$ cat src/logic/lpm_exit_pkg.sv
`default_nettype none
package lpm_exit_pkg;
    typedef enum logic [2:0]
    {
        MODE_ACTIVE = 3'b000,
        MODE_SLEEP = 3'b001,
        MODE_STANDBY = 3'b010,
        MODE_WATCH = 3'b011,
        MODE_SUBSLEEP = 3'b100,
        MODE_SUBACTIVE = 3'b101,
        MODE_MEDIUM = 3'b110
    } mode_e;

    typedef struct packed {
        logic standbySelect;
        logic lowSpeedOn;
        logic timerClockSelectHi;
    } system_control_1_s;

    typedef struct packed {
        logic mediumSpeedOn;
        logic directTransferOn;
    } system_control_2_s;

    localparam logic [31:0] ADDR_CONTROL = 32'h0000_0000;
    localparam logic [31:0] ADDR_STATUS = 32'h0000_0004;
    localparam int CTRL_STANDBY_BIT = 0;
    localparam int CTRL_LOW_SPEED_BIT = 1;
    localparam int CTRL_TIMER_SEL_BIT = 2;
    localparam int CTRL_MEDIUM_BIT = 3;
    localparam int CTRL_DIRECT_BIT = 4;
    localparam int STAT_MODE_LSB = 0;
    localparam int STAT_OSC_BIT = 4;
    localparam int STAT_CPURST_BIT = 5;
    localparam int STAT_EXC_BIT = 6;
    localparam logic [4:0] CONTROL_RESET = 5'h00;
    localparam logic [1:0] RESP_OKAY = 2'h0;
    localparam logic [1:0] RESP_SLVERR = 2'h2;
endpackage : lpm_exit_pkg
`default_nettype wire

$ cat src/logic/low_power_mode_exit_reset.sv
// The AXI4-Lite slave port and the placing of the registers were chosen for this implementation.
`timescale 1ns/1ps
`default_nettype none
module low_power_mode_exit_reset
(
    // clock and reset
    input wire logic clk,
    input wire logic reset_n,
    // reset pin and sources
    input wire logic externalResetPin_n,
    input wire logic internalResetSrc,
    // processor side
    input wire logic sleepRequest,
    input wire logic interruptRequest,
    input wire logic interruptEnabled,
    input wire logic interruptMask,
    input wire logic oscStable,
    output logic oscEnable,
    output logic cpuReset,
    output logic resetException,
    output logic memoryRetained,
    output logic regsRetained,
    output lpm_exit_pkg::mode_e mode,
    // axi4-lite slave
    input wire logic [31:0] awaddr,
    input wire logic awvalid,
    output logic awready,
    input wire logic [31:0] wdata,
    input wire logic [3:0] wstrb,
    input wire logic wvalid,
    output logic wready,
    output logic [1:0] bresp,
    output logic bvalid,
    input wire logic bready,
    input wire logic [31:0] araddr,
    input wire logic arvalid,
    output logic arready,
    output logic [31:0] rdata,
    output logic [1:0] rresp,
    output logic rvalid,
    input wire logic rready
);
    import lpm_exit_pkg::*;

    logic pinMeta_q, pinSync_q, pinPrev_q;
    logic [4:0] ctrl_q, ctrl_d;
    mode_e mode_q, mode_d;
    logic osc_q, osc_d;
    logic exc_q, exc_d;
    logic awHeld_q, awHeld_d, wHeld_q, wHeld_d, bvalid_q, bvalid_d;
    logic [31:0] awAddr_q, awAddr_d, wData_q, wData_d;
    logic [3:0] wStrb_q, wStrb_d;
    logic [1:0] bresp_q, bresp_d, rresp_q, rresp_d;
    logic rvalid_q, rvalid_d;
    logic [31:0] rdata_q, rdata_d;
    logic pinLow, resetSrc, lowPower, wakeOk;
    system_control_1_s sc1;
    system_control_2_s sc2;

    // pin synchroniser
    always_ff @(posedge clk or negedge reset_n)
    begin
        if (!reset_n)
        begin
            pinMeta_q <= 1'b0;
            pinSync_q <= 1'b0;
            pinPrev_q <= 1'b0;
        end
        else
        begin
            pinMeta_q <= externalResetPin_n;
            pinSync_q <= pinMeta_q;
            pinPrev_q <= pinSync_q;
        end
    end

    assign pinLow = !pinSync_q;
    assign resetSrc = pinLow || internalResetSrc;
    assign lowPower = (mode_q == MODE_STANDBY) || (mode_q == MODE_WATCH)
        || (mode_q == MODE_SUBSLEEP) || (mode_q == MODE_SUBACTIVE);
    assign wakeOk = interruptRequest && interruptEnabled
        && !interruptMask;
    assign sc1 = '{ctrl_q[CTRL_STANDBY_BIT], ctrl_q[CTRL_LOW_SPEED_BIT],
        ctrl_q[CTRL_TIMER_SEL_BIT]};
    assign sc2 = '{ctrl_q[CTRL_MEDIUM_BIT], ctrl_q[CTRL_DIRECT_BIT]};

    // mode, oscillator and exception
    always_comb
    begin
        mode_d = mode_q;
        osc_d = osc_q;
        exc_d = 1'b0;
        if (resetSrc)
        begin
            if (lowPower)
            begin
                osc_d = 1'b1;
            end
            mode_d = MODE_ACTIVE;
        end
        else if (!pinPrev_q && pinSync_q)
        begin
            exc_d = 1'b1;
            osc_d = 1'b1;
        end
        else
        begin
            case (mode_q)
                MODE_ACTIVE:
                begin
                    if (sleepRequest)
                    begin
                        if (!sc1.standbySelect)
                            mode_d = sc1.lowSpeedOn ? MODE_SUBSLEEP
                                : MODE_SLEEP;
                        else if (sc1.timerClockSelectHi)
                            mode_d = MODE_WATCH;
                        else
                            mode_d = MODE_STANDBY;
                        osc_d = !(mode_d != MODE_SLEEP);
                    end
                end
                MODE_SLEEP, MODE_STANDBY, MODE_WATCH, MODE_SUBSLEEP:
                begin
                    if (wakeOk)
                    begin
                        mode_d = (mode_q == MODE_SUBSLEEP)
                            ? MODE_SUBACTIVE : MODE_ACTIVE;
                        osc_d = (mode_d == MODE_ACTIVE);
                    end
                end
                MODE_SUBACTIVE:
                begin
                    if (sleepRequest && wakeOk)
                    begin
                        if (sc1.standbySelect && !sc1.timerClockSelectHi)
                            mode_d = MODE_STANDBY;
                        else if (sc1.standbySelect)
                            mode_d = sc2.directTransferOn
                                ? (sc2.mediumSpeedOn ? MODE_MEDIUM
                                : MODE_ACTIVE) : MODE_WATCH;
                        else if (sc1.lowSpeedOn)
                            mode_d = MODE_SUBSLEEP;
                        else
                            mode_d = MODE_SLEEP;
                        osc_d = (mode_d == MODE_ACTIVE)
                            || (mode_d == MODE_MEDIUM)
                            || (mode_d == MODE_SLEEP);
                    end
                end
                MODE_MEDIUM:
                begin
                    osc_d = 1'b1;
                end
                default:
                begin
                    mode_d = MODE_ACTIVE;
                end
            endcase
        end
    end

    always_ff @(posedge clk or negedge reset_n)
    begin
        if (!reset_n)
        begin
            mode_q <= MODE_ACTIVE;
            osc_q <= 1'b1;
            exc_q <= 1'b0;
        end
        else
        begin
            mode_q <= mode_d;
            osc_q <= osc_d;
            exc_q <= exc_d;
        end
    end

    assign oscEnable = osc_q;
    assign cpuReset = pinLow;
    assign resetException = exc_q;
    assign mode = mode_q;
    assign regsRetained = 1'b1;
    assign memoryRetained = (mode_q != MODE_STANDBY);

    // register bus
    always_comb
    begin
        awHeld_d = awHeld_q;
        wHeld_d = wHeld_q;
        awAddr_d = awAddr_q;
        wData_d = wData_q;
        wStrb_d = wStrb_q;
        bvalid_d = bvalid_q;
        bresp_d = bresp_q;
        ctrl_d = ctrl_q;
        rvalid_d = rvalid_q;
        rdata_d = rdata_q;
        rresp_d = rresp_q;
        if (awvalid && awready)
        begin
            awHeld_d = 1'b1;
            awAddr_d = awaddr;
        end
        if (wvalid && wready)
        begin
            wHeld_d = 1'b1;
            wData_d = wdata;
            wStrb_d = wstrb;
        end
        if (bvalid_q && bready)
            bvalid_d = 1'b0;
        if (awHeld_q && wHeld_q && !bvalid_q)
        begin
            awHeld_d = 1'b0;
            wHeld_d = 1'b0;
            bvalid_d = 1'b1;
            bresp_d = RESP_OKAY;
            if (awAddr_q[31:2] == ADDR_CONTROL[31:2])
            begin
                if (wStrb_q[0])
                    ctrl_d = wData_q[4:0];
            end
            else if (awAddr_q[31:2] != ADDR_STATUS[31:2])
                bresp_d = RESP_SLVERR;
        end
        if (rvalid_q && rready)
            rvalid_d = 1'b0;
        if (arvalid && arready)
        begin
            rvalid_d = 1'b1;
            rresp_d = RESP_OKAY;
            rdata_d = 32'h0000_0000;
            if (araddr[31:2] == ADDR_CONTROL[31:2])
                rdata_d[4:0] = ctrl_q;
            else if (araddr[31:2] == ADDR_STATUS[31:2])
            begin
                rdata_d[STAT_MODE_LSB +: 3] = mode_q;
                rdata_d[STAT_OSC_BIT] = osc_q && oscStable;
                rdata_d[STAT_CPURST_BIT] = pinLow;
                rdata_d[STAT_EXC_BIT] = exc_q;
            end
            else
                rresp_d = RESP_SLVERR;
        end
    end

    always_ff @(posedge clk or negedge reset_n)
    begin
        if (!reset_n)
        begin
            awHeld_q <= 1'b0;
            wHeld_q <= 1'b0;
            awAddr_q <= 32'h0000_0000;
            wData_q <= 32'h0000_0000;
            wStrb_q <= 4'h0;
            bvalid_q <= 1'b0;
            bresp_q <= RESP_OKAY;
            ctrl_q <= CONTROL_RESET;
            rvalid_q <= 1'b0;
            rdata_q <= 32'h0000_0000;
            rresp_q <= RESP_OKAY;
        end
        else
        begin
            awHeld_q <= awHeld_d;
            wHeld_q <= wHeld_d;
            awAddr_q <= awAddr_d;
            wData_q <= wData_d;
            wStrb_q <= wStrb_d;
            bvalid_q <= bvalid_d;
            bresp_q <= bresp_d;
            ctrl_q <= ctrl_d;
            rvalid_q <= rvalid_d;
            rdata_q <= rdata_d;
            rresp_q <= rresp_d;
        end
    end

    assign awready = !awHeld_q && !bvalid_q;
    assign wready = !wHeld_q && !bvalid_q;
    assign bvalid = bvalid_q;
    assign bresp = bresp_q;
    assign arready = !rvalid_q;
    assign rvalid = rvalid_q;
    assign rdata = rdata_q;
    assign rresp = rresp_q;
endmodule : low_power_mode_exit_reset
`default_nettype wire

$ cat config.mk
export PLATFORM = sky130hd
export DESIGN_NAME = low_power_mode_exit_reset
export DESIGN_NICKNAME = d
export VERILOG_FILES = /design/src/logic/lpm_exit_pkg.sv /design/src/logic/low_power_mode_exit_reset.sv
export SDC_FILE = /design/constraint.sdc
export NUM_CORES = 1
export LEC_CHECK = 0
export BUFFER_PORTS_ARGS = -buffer_cell sky130_fd_sc_hd__buf_2
export CORE_UTILIZATION = 40
export DETAILED_ROUTE_END_ITERATION = 6
export PLACE_DENSITY = 0.74
export SYNTH_ARGS = -nofsm -noshare
export SYNTH_HDL_FRONTEND = slang
export SYNTH_SLANG_ARGS = --single-unit
$ cat constraint.sdc
create_clock -name clk -period 1.7 [get_ports clk]
set_input_delay 0.085 -clock clk [delete_from_list [all_inputs] [get_ports clk]]
set_output_delay 0.085 -clock clk [all_outputs]
set_load 0.01 [all_outputs]
==> flow_metrics.py, run 1 <==
metrics = {
    "run_status": {
        "status": "complete, but fails checks",
        "violations": "setup timing",
    },
    "worst_setup_path": {
        "cp.depth": 6,
        "cp_slowest_stage_delay_ns": 0.39,
        "rr_startpoint": "awAddr_q[3]",
        "cp_slowest_cell": "dfrtp_1",
        "r2r_end": "ctrl_q[4]",
        "cp-start-kind": "flip-flop",
        "crit_start": "awAddr_q[3]",
        "crit_fanout": 5,
        "worstSetupPathType": "reg2reg",
        "cp_data_arrival_time_ns": 2.04,
        "cp_cell_sequence": "nor4_2 -> nand4_1 -> nor2_2 -> nor4b_4 -> buf_6 -> mux2_4",
        "crit_path_end_kind": "flip-flop",
        "setup.worst_path.end": "ctrl_q[4]",
        "cp_top_family": "simple AND/OR/NAND/NOR gates",
        "rr_worst_depth": 6,
        "required_ns": 1.92,
        "r2r_setup_slack_ns": -0.13,
        "cp_num_buf_inv": 1,
    },
    "floorplanning": {
        "die_w_um": 88.07,
        "dieArea_mm2": 0.007755,
        "rows": 31,
        "start_util_pct": 41.07,
        "ios": 163,
        "die_y_um": 88.07,
        "core-area_mm2": 0.007214,
    },
    "timing": {
        "slew_violations": 0,
        "max_slew.worst_pin.slew_ns": 0.5761,
        "finalSetupTns_ns": -0.6179,
        "whs_ns": 0.01107,
        "fmax_mhz": 547.4,
        "slew_headroom_pct": 61.60,
        "finClkSkew_ns": 0.008370,
        "finalCriticalPeriod_ns": 1.827,
        "hold_viol": 0,
        "rsz0062_at_grt": "yes",
        "finalSetupViolations": 5,
        "timing.final.ws_setup_ns": -0.1268,
        "min_period_over_period_pct": 107.5,
    },
    "pwr": {
        "power_density_mw_per_mm2": 1147,
        "cellLeakagePower_uw": 0.002004,
        "ir_drop_v": 0.0007697,
        "p_total_uw": 4913,
    },
    "clocking": {
        "clk_pin_slew_ns": 0.07,
        "cts.sinks": 62,
        "clk_path_buf_depth": 2,
        "cts_made_buffers": 9,
        "cts_tree": "done",
        "clk_latency_ns": 0.33,
        "htree_levels": 3,
        "clockRootBuffer": "clkbuf_8",
    },
    "synth": {
        "syn_area_per_cell_um2": 12.00,
        "ys_seq_elements": 62,
        "netlist_area_mm2": 0.002963,
        "synth_warnings": 0,
        "syn_inst": 247,
        "synth.largest_area_cell": "dfrtp_1",
        "netlist-cell-type-count": 39,
        "synth_seq_area_share_pct": 52.41,
        "ys_top_cells_by_area": "dfrtp_1 (52%), mux2_2 (17%), buf_4 (7.3%)",
        "synth_top_area_share_pct": 51.52,
    },
    "global_routing": {
        "grt.overflow.total": 0,
        "antenna_found_initial": 0,
        "grt_max_degree": 31,
        "grt_pass1_wl_um": 11190,
        "grt_usage_pct": 19.77,
        "grt_pass1_vias": 2402,
    },
    "place": {
        "dp_hpwl_um": 5184,
        "port_buffers": 100,
        "dp_cells": 451,
        "gp_congestion": 0.8403,
    },
    "finish": {
        "drive_gt1_share_pct": 47.80,
        "mostFrequentLayoutCell": "buf_2",
        "finalNonFillerCells": 509,
        "final_nets": 519,
        "syn_to_final_growth_pct": 44.64,
        "register_area_mm2": 0.001554,
        "final_core_util_pct": 59.40,
        "layout_common_cells": "buf_2 (100), dfrtp_1 (60), mux2_2 (39), dlygate4sd3_1 (39), conb_1 (28)",
        "diodes": 0,
        "multiInputGateArea_mm2": 0.001285,
        "nFillCells": 574,
    },
    "detailed_routing": {
        "wirelength_um": 7219,
        "routedWlPerCell_um": 14.18,
        "vias": 2395,
        "drtIter0Drc": 92,
        "firstDrtPassIters": 4,
        "ant_nets": 0,
        "drc": 0,
        "avgViaCountPerCell": 4.705,
    },
    "run": {
        "drv_cap": 0,
    },
    "worst_hold_path": {
        "min_from": "awaddr[5]",
        "hp-class": "in2reg",
    },
}
==> worst min-delay path by stage <==
stage | end | slack, ns | depth (start not counted)
finish | awAddr_q[5] | 0.01 | 2
global route | awAddr_q[5] | 0.01 | 2
CTS | awAddr_q[5] | 0.003 | 2
detailed placement | awAddr_q[16] | 0.11 | 1
global placement | awAddr_q[16] | 0.11 | 1
floorplan | awAddr_q[10] | -0.21 | 0
==> Yosys cell counts <==
library cell and count:
or4_1 1, dfrtp_1 61, clkbuf_1 4, nor4_1 11, nor4b_4 1, o221ai_2 1, conb_1 2, a22o_1 4
xnor2_1 1, dfstp_2 1, or4_4 1, inv_1 11, nand4_1 5, buf_4 29, a21oi_1 4, o32a_1 1
o32ai_1 2, o21ai_0 8, a32o_1 3, o21a_1 2, nand2_1 10, mux2_2 44, o211ai_1 1, nand3_1 4
nor2_1 8, a31oi_1 3, nor3_1 2, o21ba_2 1, o22ai_1 1, nor2b_1 5, nand2_2 1, a2bb2oi_1 1
o2111ai_1 1, nand2b_1 2, buf_2 4, or3_1 3, maj3_1 1, nand4_4 1, nor4_4 1
==> registers in the layout (all words and copies together), names as in the netlist <==
| register | count |
|---|---|
| awAddr_q | 30 |
| rdata | 7 |
| ctrl_q | 5 |
| wData_q | 5 |
| mode | 3 |
| awHeld_q | 1 |
| bresp | 1 |
| bvalid | 1 |
| oscEnable | 1 |
| pinMeta_q | 1 |
| pinPrev_q | 1 |
| pinSync_q | 1 |
| resetException | 1 |
| rresp | 1 |
| rvalid | 1 |
| wHeld_q | 1 |
| wStrb_q | 1 |
==> layout make-up <==
type,count,area share [%]
flip-flops and latches,62,36.26
multi-input cells,163,29.99
repair buffers,158,25.08
clock buffers,10,3.212
well taps,99,2.891
clock inverters,6,1.606
inverters,11,0.9635
==> report_power, final <==
group          leakage (uW)  switching [uW]  total (uW)  internal [uW]
logic               0.00114             516        1280            764
registers          0.000759             344        2320           1980
clock network      0.000103             584        1310            726
==> cell families (layout without fill, tap and decap cells) <==
logic type / after synthesis / in the layout / share of synthesized area, %
flops: 62 / 62 / 52.41
xor+xnor: 1 / 1 / 0.2957
fa+ha+maj: 1 / 1 / 0.3379
mux: 44 / 44 / 16.72
buf+inv: 48 / 185 / 9.924
compound gates: 33 / 33 / 8.193
simple gates: 56 / 56 / 11.87
other cells: 2 / 28 / 0.2535
==> through the flow <==
step                      worst slack [ns]  area [um2]
after detailed placement           -0.2518        3592
final                              -0.1268        4285
after global routing               -0.2199        4285
after global placement             -0.1538        3592
after CTS                          -0.1236        4228
after floorplan                    0.05518        3060
==> metal layers <==
metal / global-route usage (%) / wire length, um
met5: 0 / 0
met3: 3.016 / 333
met4: 8.944 / 141
met2: 37.70 / 3866
met1: 21.45 / 2878
==> repair_timing <==
action	CTS	global route
buffers inserted	1	2
setup endpoints to repair	6	8
pin swaps	3	4
endpoints found under the hold margin	58	1
gates resized for setup	10	5
hold buffers	38	1
cloned	0	0
(Power assumes the default switching activity.)
==> run 2: changes to the inputs <==
--- a/config.mk
+++ b/config.mk
@@ -7,8 +7,10 @@
 export LEC_CHECK = 0
 export BUFFER_PORTS_ARGS = -buffer_cell sky130_fd_sc_hd__buf_2
 export CORE_UTILIZATION = 40
+export CTS_CLUSTER_DIAMETER = 150
 export DETAILED_ROUTE_END_ITERATION = 6
 export PLACE_DENSITY = 0.74
+export RECOVER_POWER = 50
 export SYNTH_ARGS = -nofsm -noshare
 export SYNTH_HDL_FRONTEND = slang
 export SYNTH_SLANG_ARGS = --single-unit
==> run 2 against run 1 <==
  * The run still ends with setup timing left
  * Die area did not move
  * Clock skew is essentially flat
  * Total power down 0.14%
  * Design area fell by 0.61%
  * First-iteration DRC count shrank 4.3%
  * Clock-buffer cell count is the same
  * Largest power group unchanged
  * Wire length is essentially flat
  * Sequential power barely moved
  * Highest routed layer unchanged
  * Via count up 0.71%
==> flow_metrics.py, run 2 (same netlist as run 1, synthesis figures left out) <==
metrics = {
    "finish": {
        "top_register": "awAddr_q",
        "final_area_mm2": 0.004259,
        "largest_reg_flops": 30,
        "mostFrequentLayoutCell": "buf_2",
        "diodes": 0,
        "finalNonFillerCells": 509,
        "syn_to_final_growth_pct": 43.75,
        "drive_gt1_share_pct": 44.88,
        "final_nets": 519,
        "layout_common_cells": "buf_2 (89), dfrtp_1 (60), mux2_2 (39), dlygate4sd3_1 (39), conb_1 (28)",
    },
    "clocking": {
        "clk_pin_slew_ns": 0.07,
        "clk_latency_ns": 0.33,
        "htree_levels": 3,
        "cts_made_buffers": 9,
        "cts_tree": "done",
        "cts.sinks": 62,
        "clockRootBuffer": "clkbuf_8",
        "clk_path_buf_depth": 2,
    },
    "timing": {
        "slew_headroom_pct": 11.39,
        "finalSetupViolations": 5,
        "slew_violations": 0,
        "timing.final.ws_setup_ns": -0.1263,
        "rsz0062_at_grt": "yes",
        "max_slew.worst_pin.slew_ns": 1.329,
        "min_period_over_period_pct": 107.4,
        "finalCriticalPeriod_ns": 1.826,
        "hold_viol": 0,
        "fmax_mhz": 547.6,
        "finClkSkew_ns": 0.008258,
    },
    "detailed_routing": {
        "wirelength_um": 7226,
        "drc": 0,
        "routedWlPerCell_um": 14.20,
        "ant_nets": 0,
        "firstDrtPassIters": 4,
        "vias": 2412,
        "drtIter0Drc": 88,
        "avgViaCountPerCell": 4.739,
    },
    "run": {
        "drv_cap": 0,
    },
    "place": {
        "placed_area_mm2": 0.003592,
        "port_buffers": 100,
        "dp_hpwl_um": 5184,
        "gp_congestion": 0.8403,
        "dp_cells": 451,
    },
    "global_routing": {
        "grt.overflow.total": 0,
        "grt_max_degree": 31,
        "grt_pass1_wl_um": 11190,
        "antenna_found_initial": 0,
        "grt_pass1_vias": 2402,
        "grt_usage_pct": 19.77,
    },
    "worst_setup_path": {
        "cp_slowest_cell": "dfrtp_1",
        "cp_slowest_stage_delay_ns": 0.39,
        "cp_num_buf_inv": 1,
        "cp_data_arrival_time_ns": 2.04,
        "cp_top_family": "simple AND/OR/NAND/NOR gates",
        "worstSetupPathType": "reg2reg",
        "cp-start-kind": "flip-flop",
        "cp_cell_sequence": "nor4_2 -> nand4_1 -> nor2_2 -> nor4b_4 -> buf_6 -> mux2_4",
        "crit_fanout": 5,
        "r2r_setup_slack_ns": -0.13,
        "required_ns": 1.92,
        "crit_path_end_kind": "flip-flop",
    },
    "pwr": {
        "ir_drop_v": 0.0007700,
        "cellLeakagePower_uw": 0.001955,
        "power_density_mw_per_mm2": 1152,
    },
    "run_status": {
        "status": "complete, but fails checks",
        "violations": "setup timing",
    },
    "floorplanning": {
        "core-area_mm2": 0.007214,
        "die_w_um": 88.07,
        "die_y_um": 88.07,
        "ios": 163,
        "dieArea_mm2": 0.007755,
        "rows": 31,
        "start_util_pct": 41.07,
    },
    "worst_hold_path": {
        "hp-class": "in2reg",
    },
}
[run 2: cell types whose count changed in the layout (fill, tap and decap cells not counted)]
| cell | before | now |
|---|---|---|
| clkbuf_1 | 0 | 12 |
| buf_2 | 100 | 89 |
| buf_12 | 3 | 2 |
| buf_4 | 15 | 14 |
| buf_6 | 1 | 2 |
[run 2: worst paths after layout]
check,from,end,depth (start not counted)
max,awAddr_q[3],ctrl_q[4],6
min reg2reg,pinMeta_q,pinSync_q,0
max in group asynchronous,reset_n,mode[1],3
min,awaddr[5],awAddr_q[5],2
max reg2reg,awAddr_q[3],ctrl_q[4],6
min in group asynchronous,reset_n,awAddr_q[22],2
[run 2: layer usage]
metal  GRT usage [%]  vias to the layer above  routed length, um
li1                -                     1154                  -
met1           21.45                     1140               2889
met2           37.70                      107               3873
met3           3.016                       11                321
met4           8.944                        0                141
met5               0                        -                  0
[run 2: metrics by stage]
stage                     total power (uW)  util (%)  TNS [ns]  setup WS, ns  hold slack [ns]
after floorplan                       3081         -         0       0.05518          -0.2106
after global routing                  5213     59.04    -1.077       -0.2199          0.01281
after global placement                3413     49.79   -0.7658       -0.1538           0.1110
after detailed placement              3507     49.79    -1.210       -0.2518           0.1113
final                                 4906     59.04   -0.6158       -0.1263          0.01013
after CTS                             4941     58.60   -0.5831       -0.1236         0.002566
[run 2: worst reg2reg max path, cell delays in order, from the launching register on]
cell,delay [ns]
dfrtp_1,0.39
nor4_2,0.29
nand4_1,0.18
nor2_2,0.17
nor4b_4,0.22
buf_6,0.17
mux2_4,0.29
[run 2: final cells by class]
cell class,instances,area (um2)
fillers,587,2955
clock inverters,6,68.82
clock buffers,10,137.6
well taps,99,123.9
repair buffers,158,1049
inverters,11,41.29
multi-input cells,163,1285
flip-flops and latches,62,1554
[run 2: what timing repair did]
item,in CTS,in global routing
endpoints found under the setup margin,6,8
gates resized for setup,10,5
pin swaps,3,4
hold buffers,38,1
hold endpoints to repair,58,1
buffers inserted,1,2
[run 2: power breakdown]
part	leakage (uW)	total, uW	internal, uW	switching, uW
Clock	0.000103	1310	726	583
Combinational	0.00109	1280	758	517
Sequential	0.000759	2320	1980	344
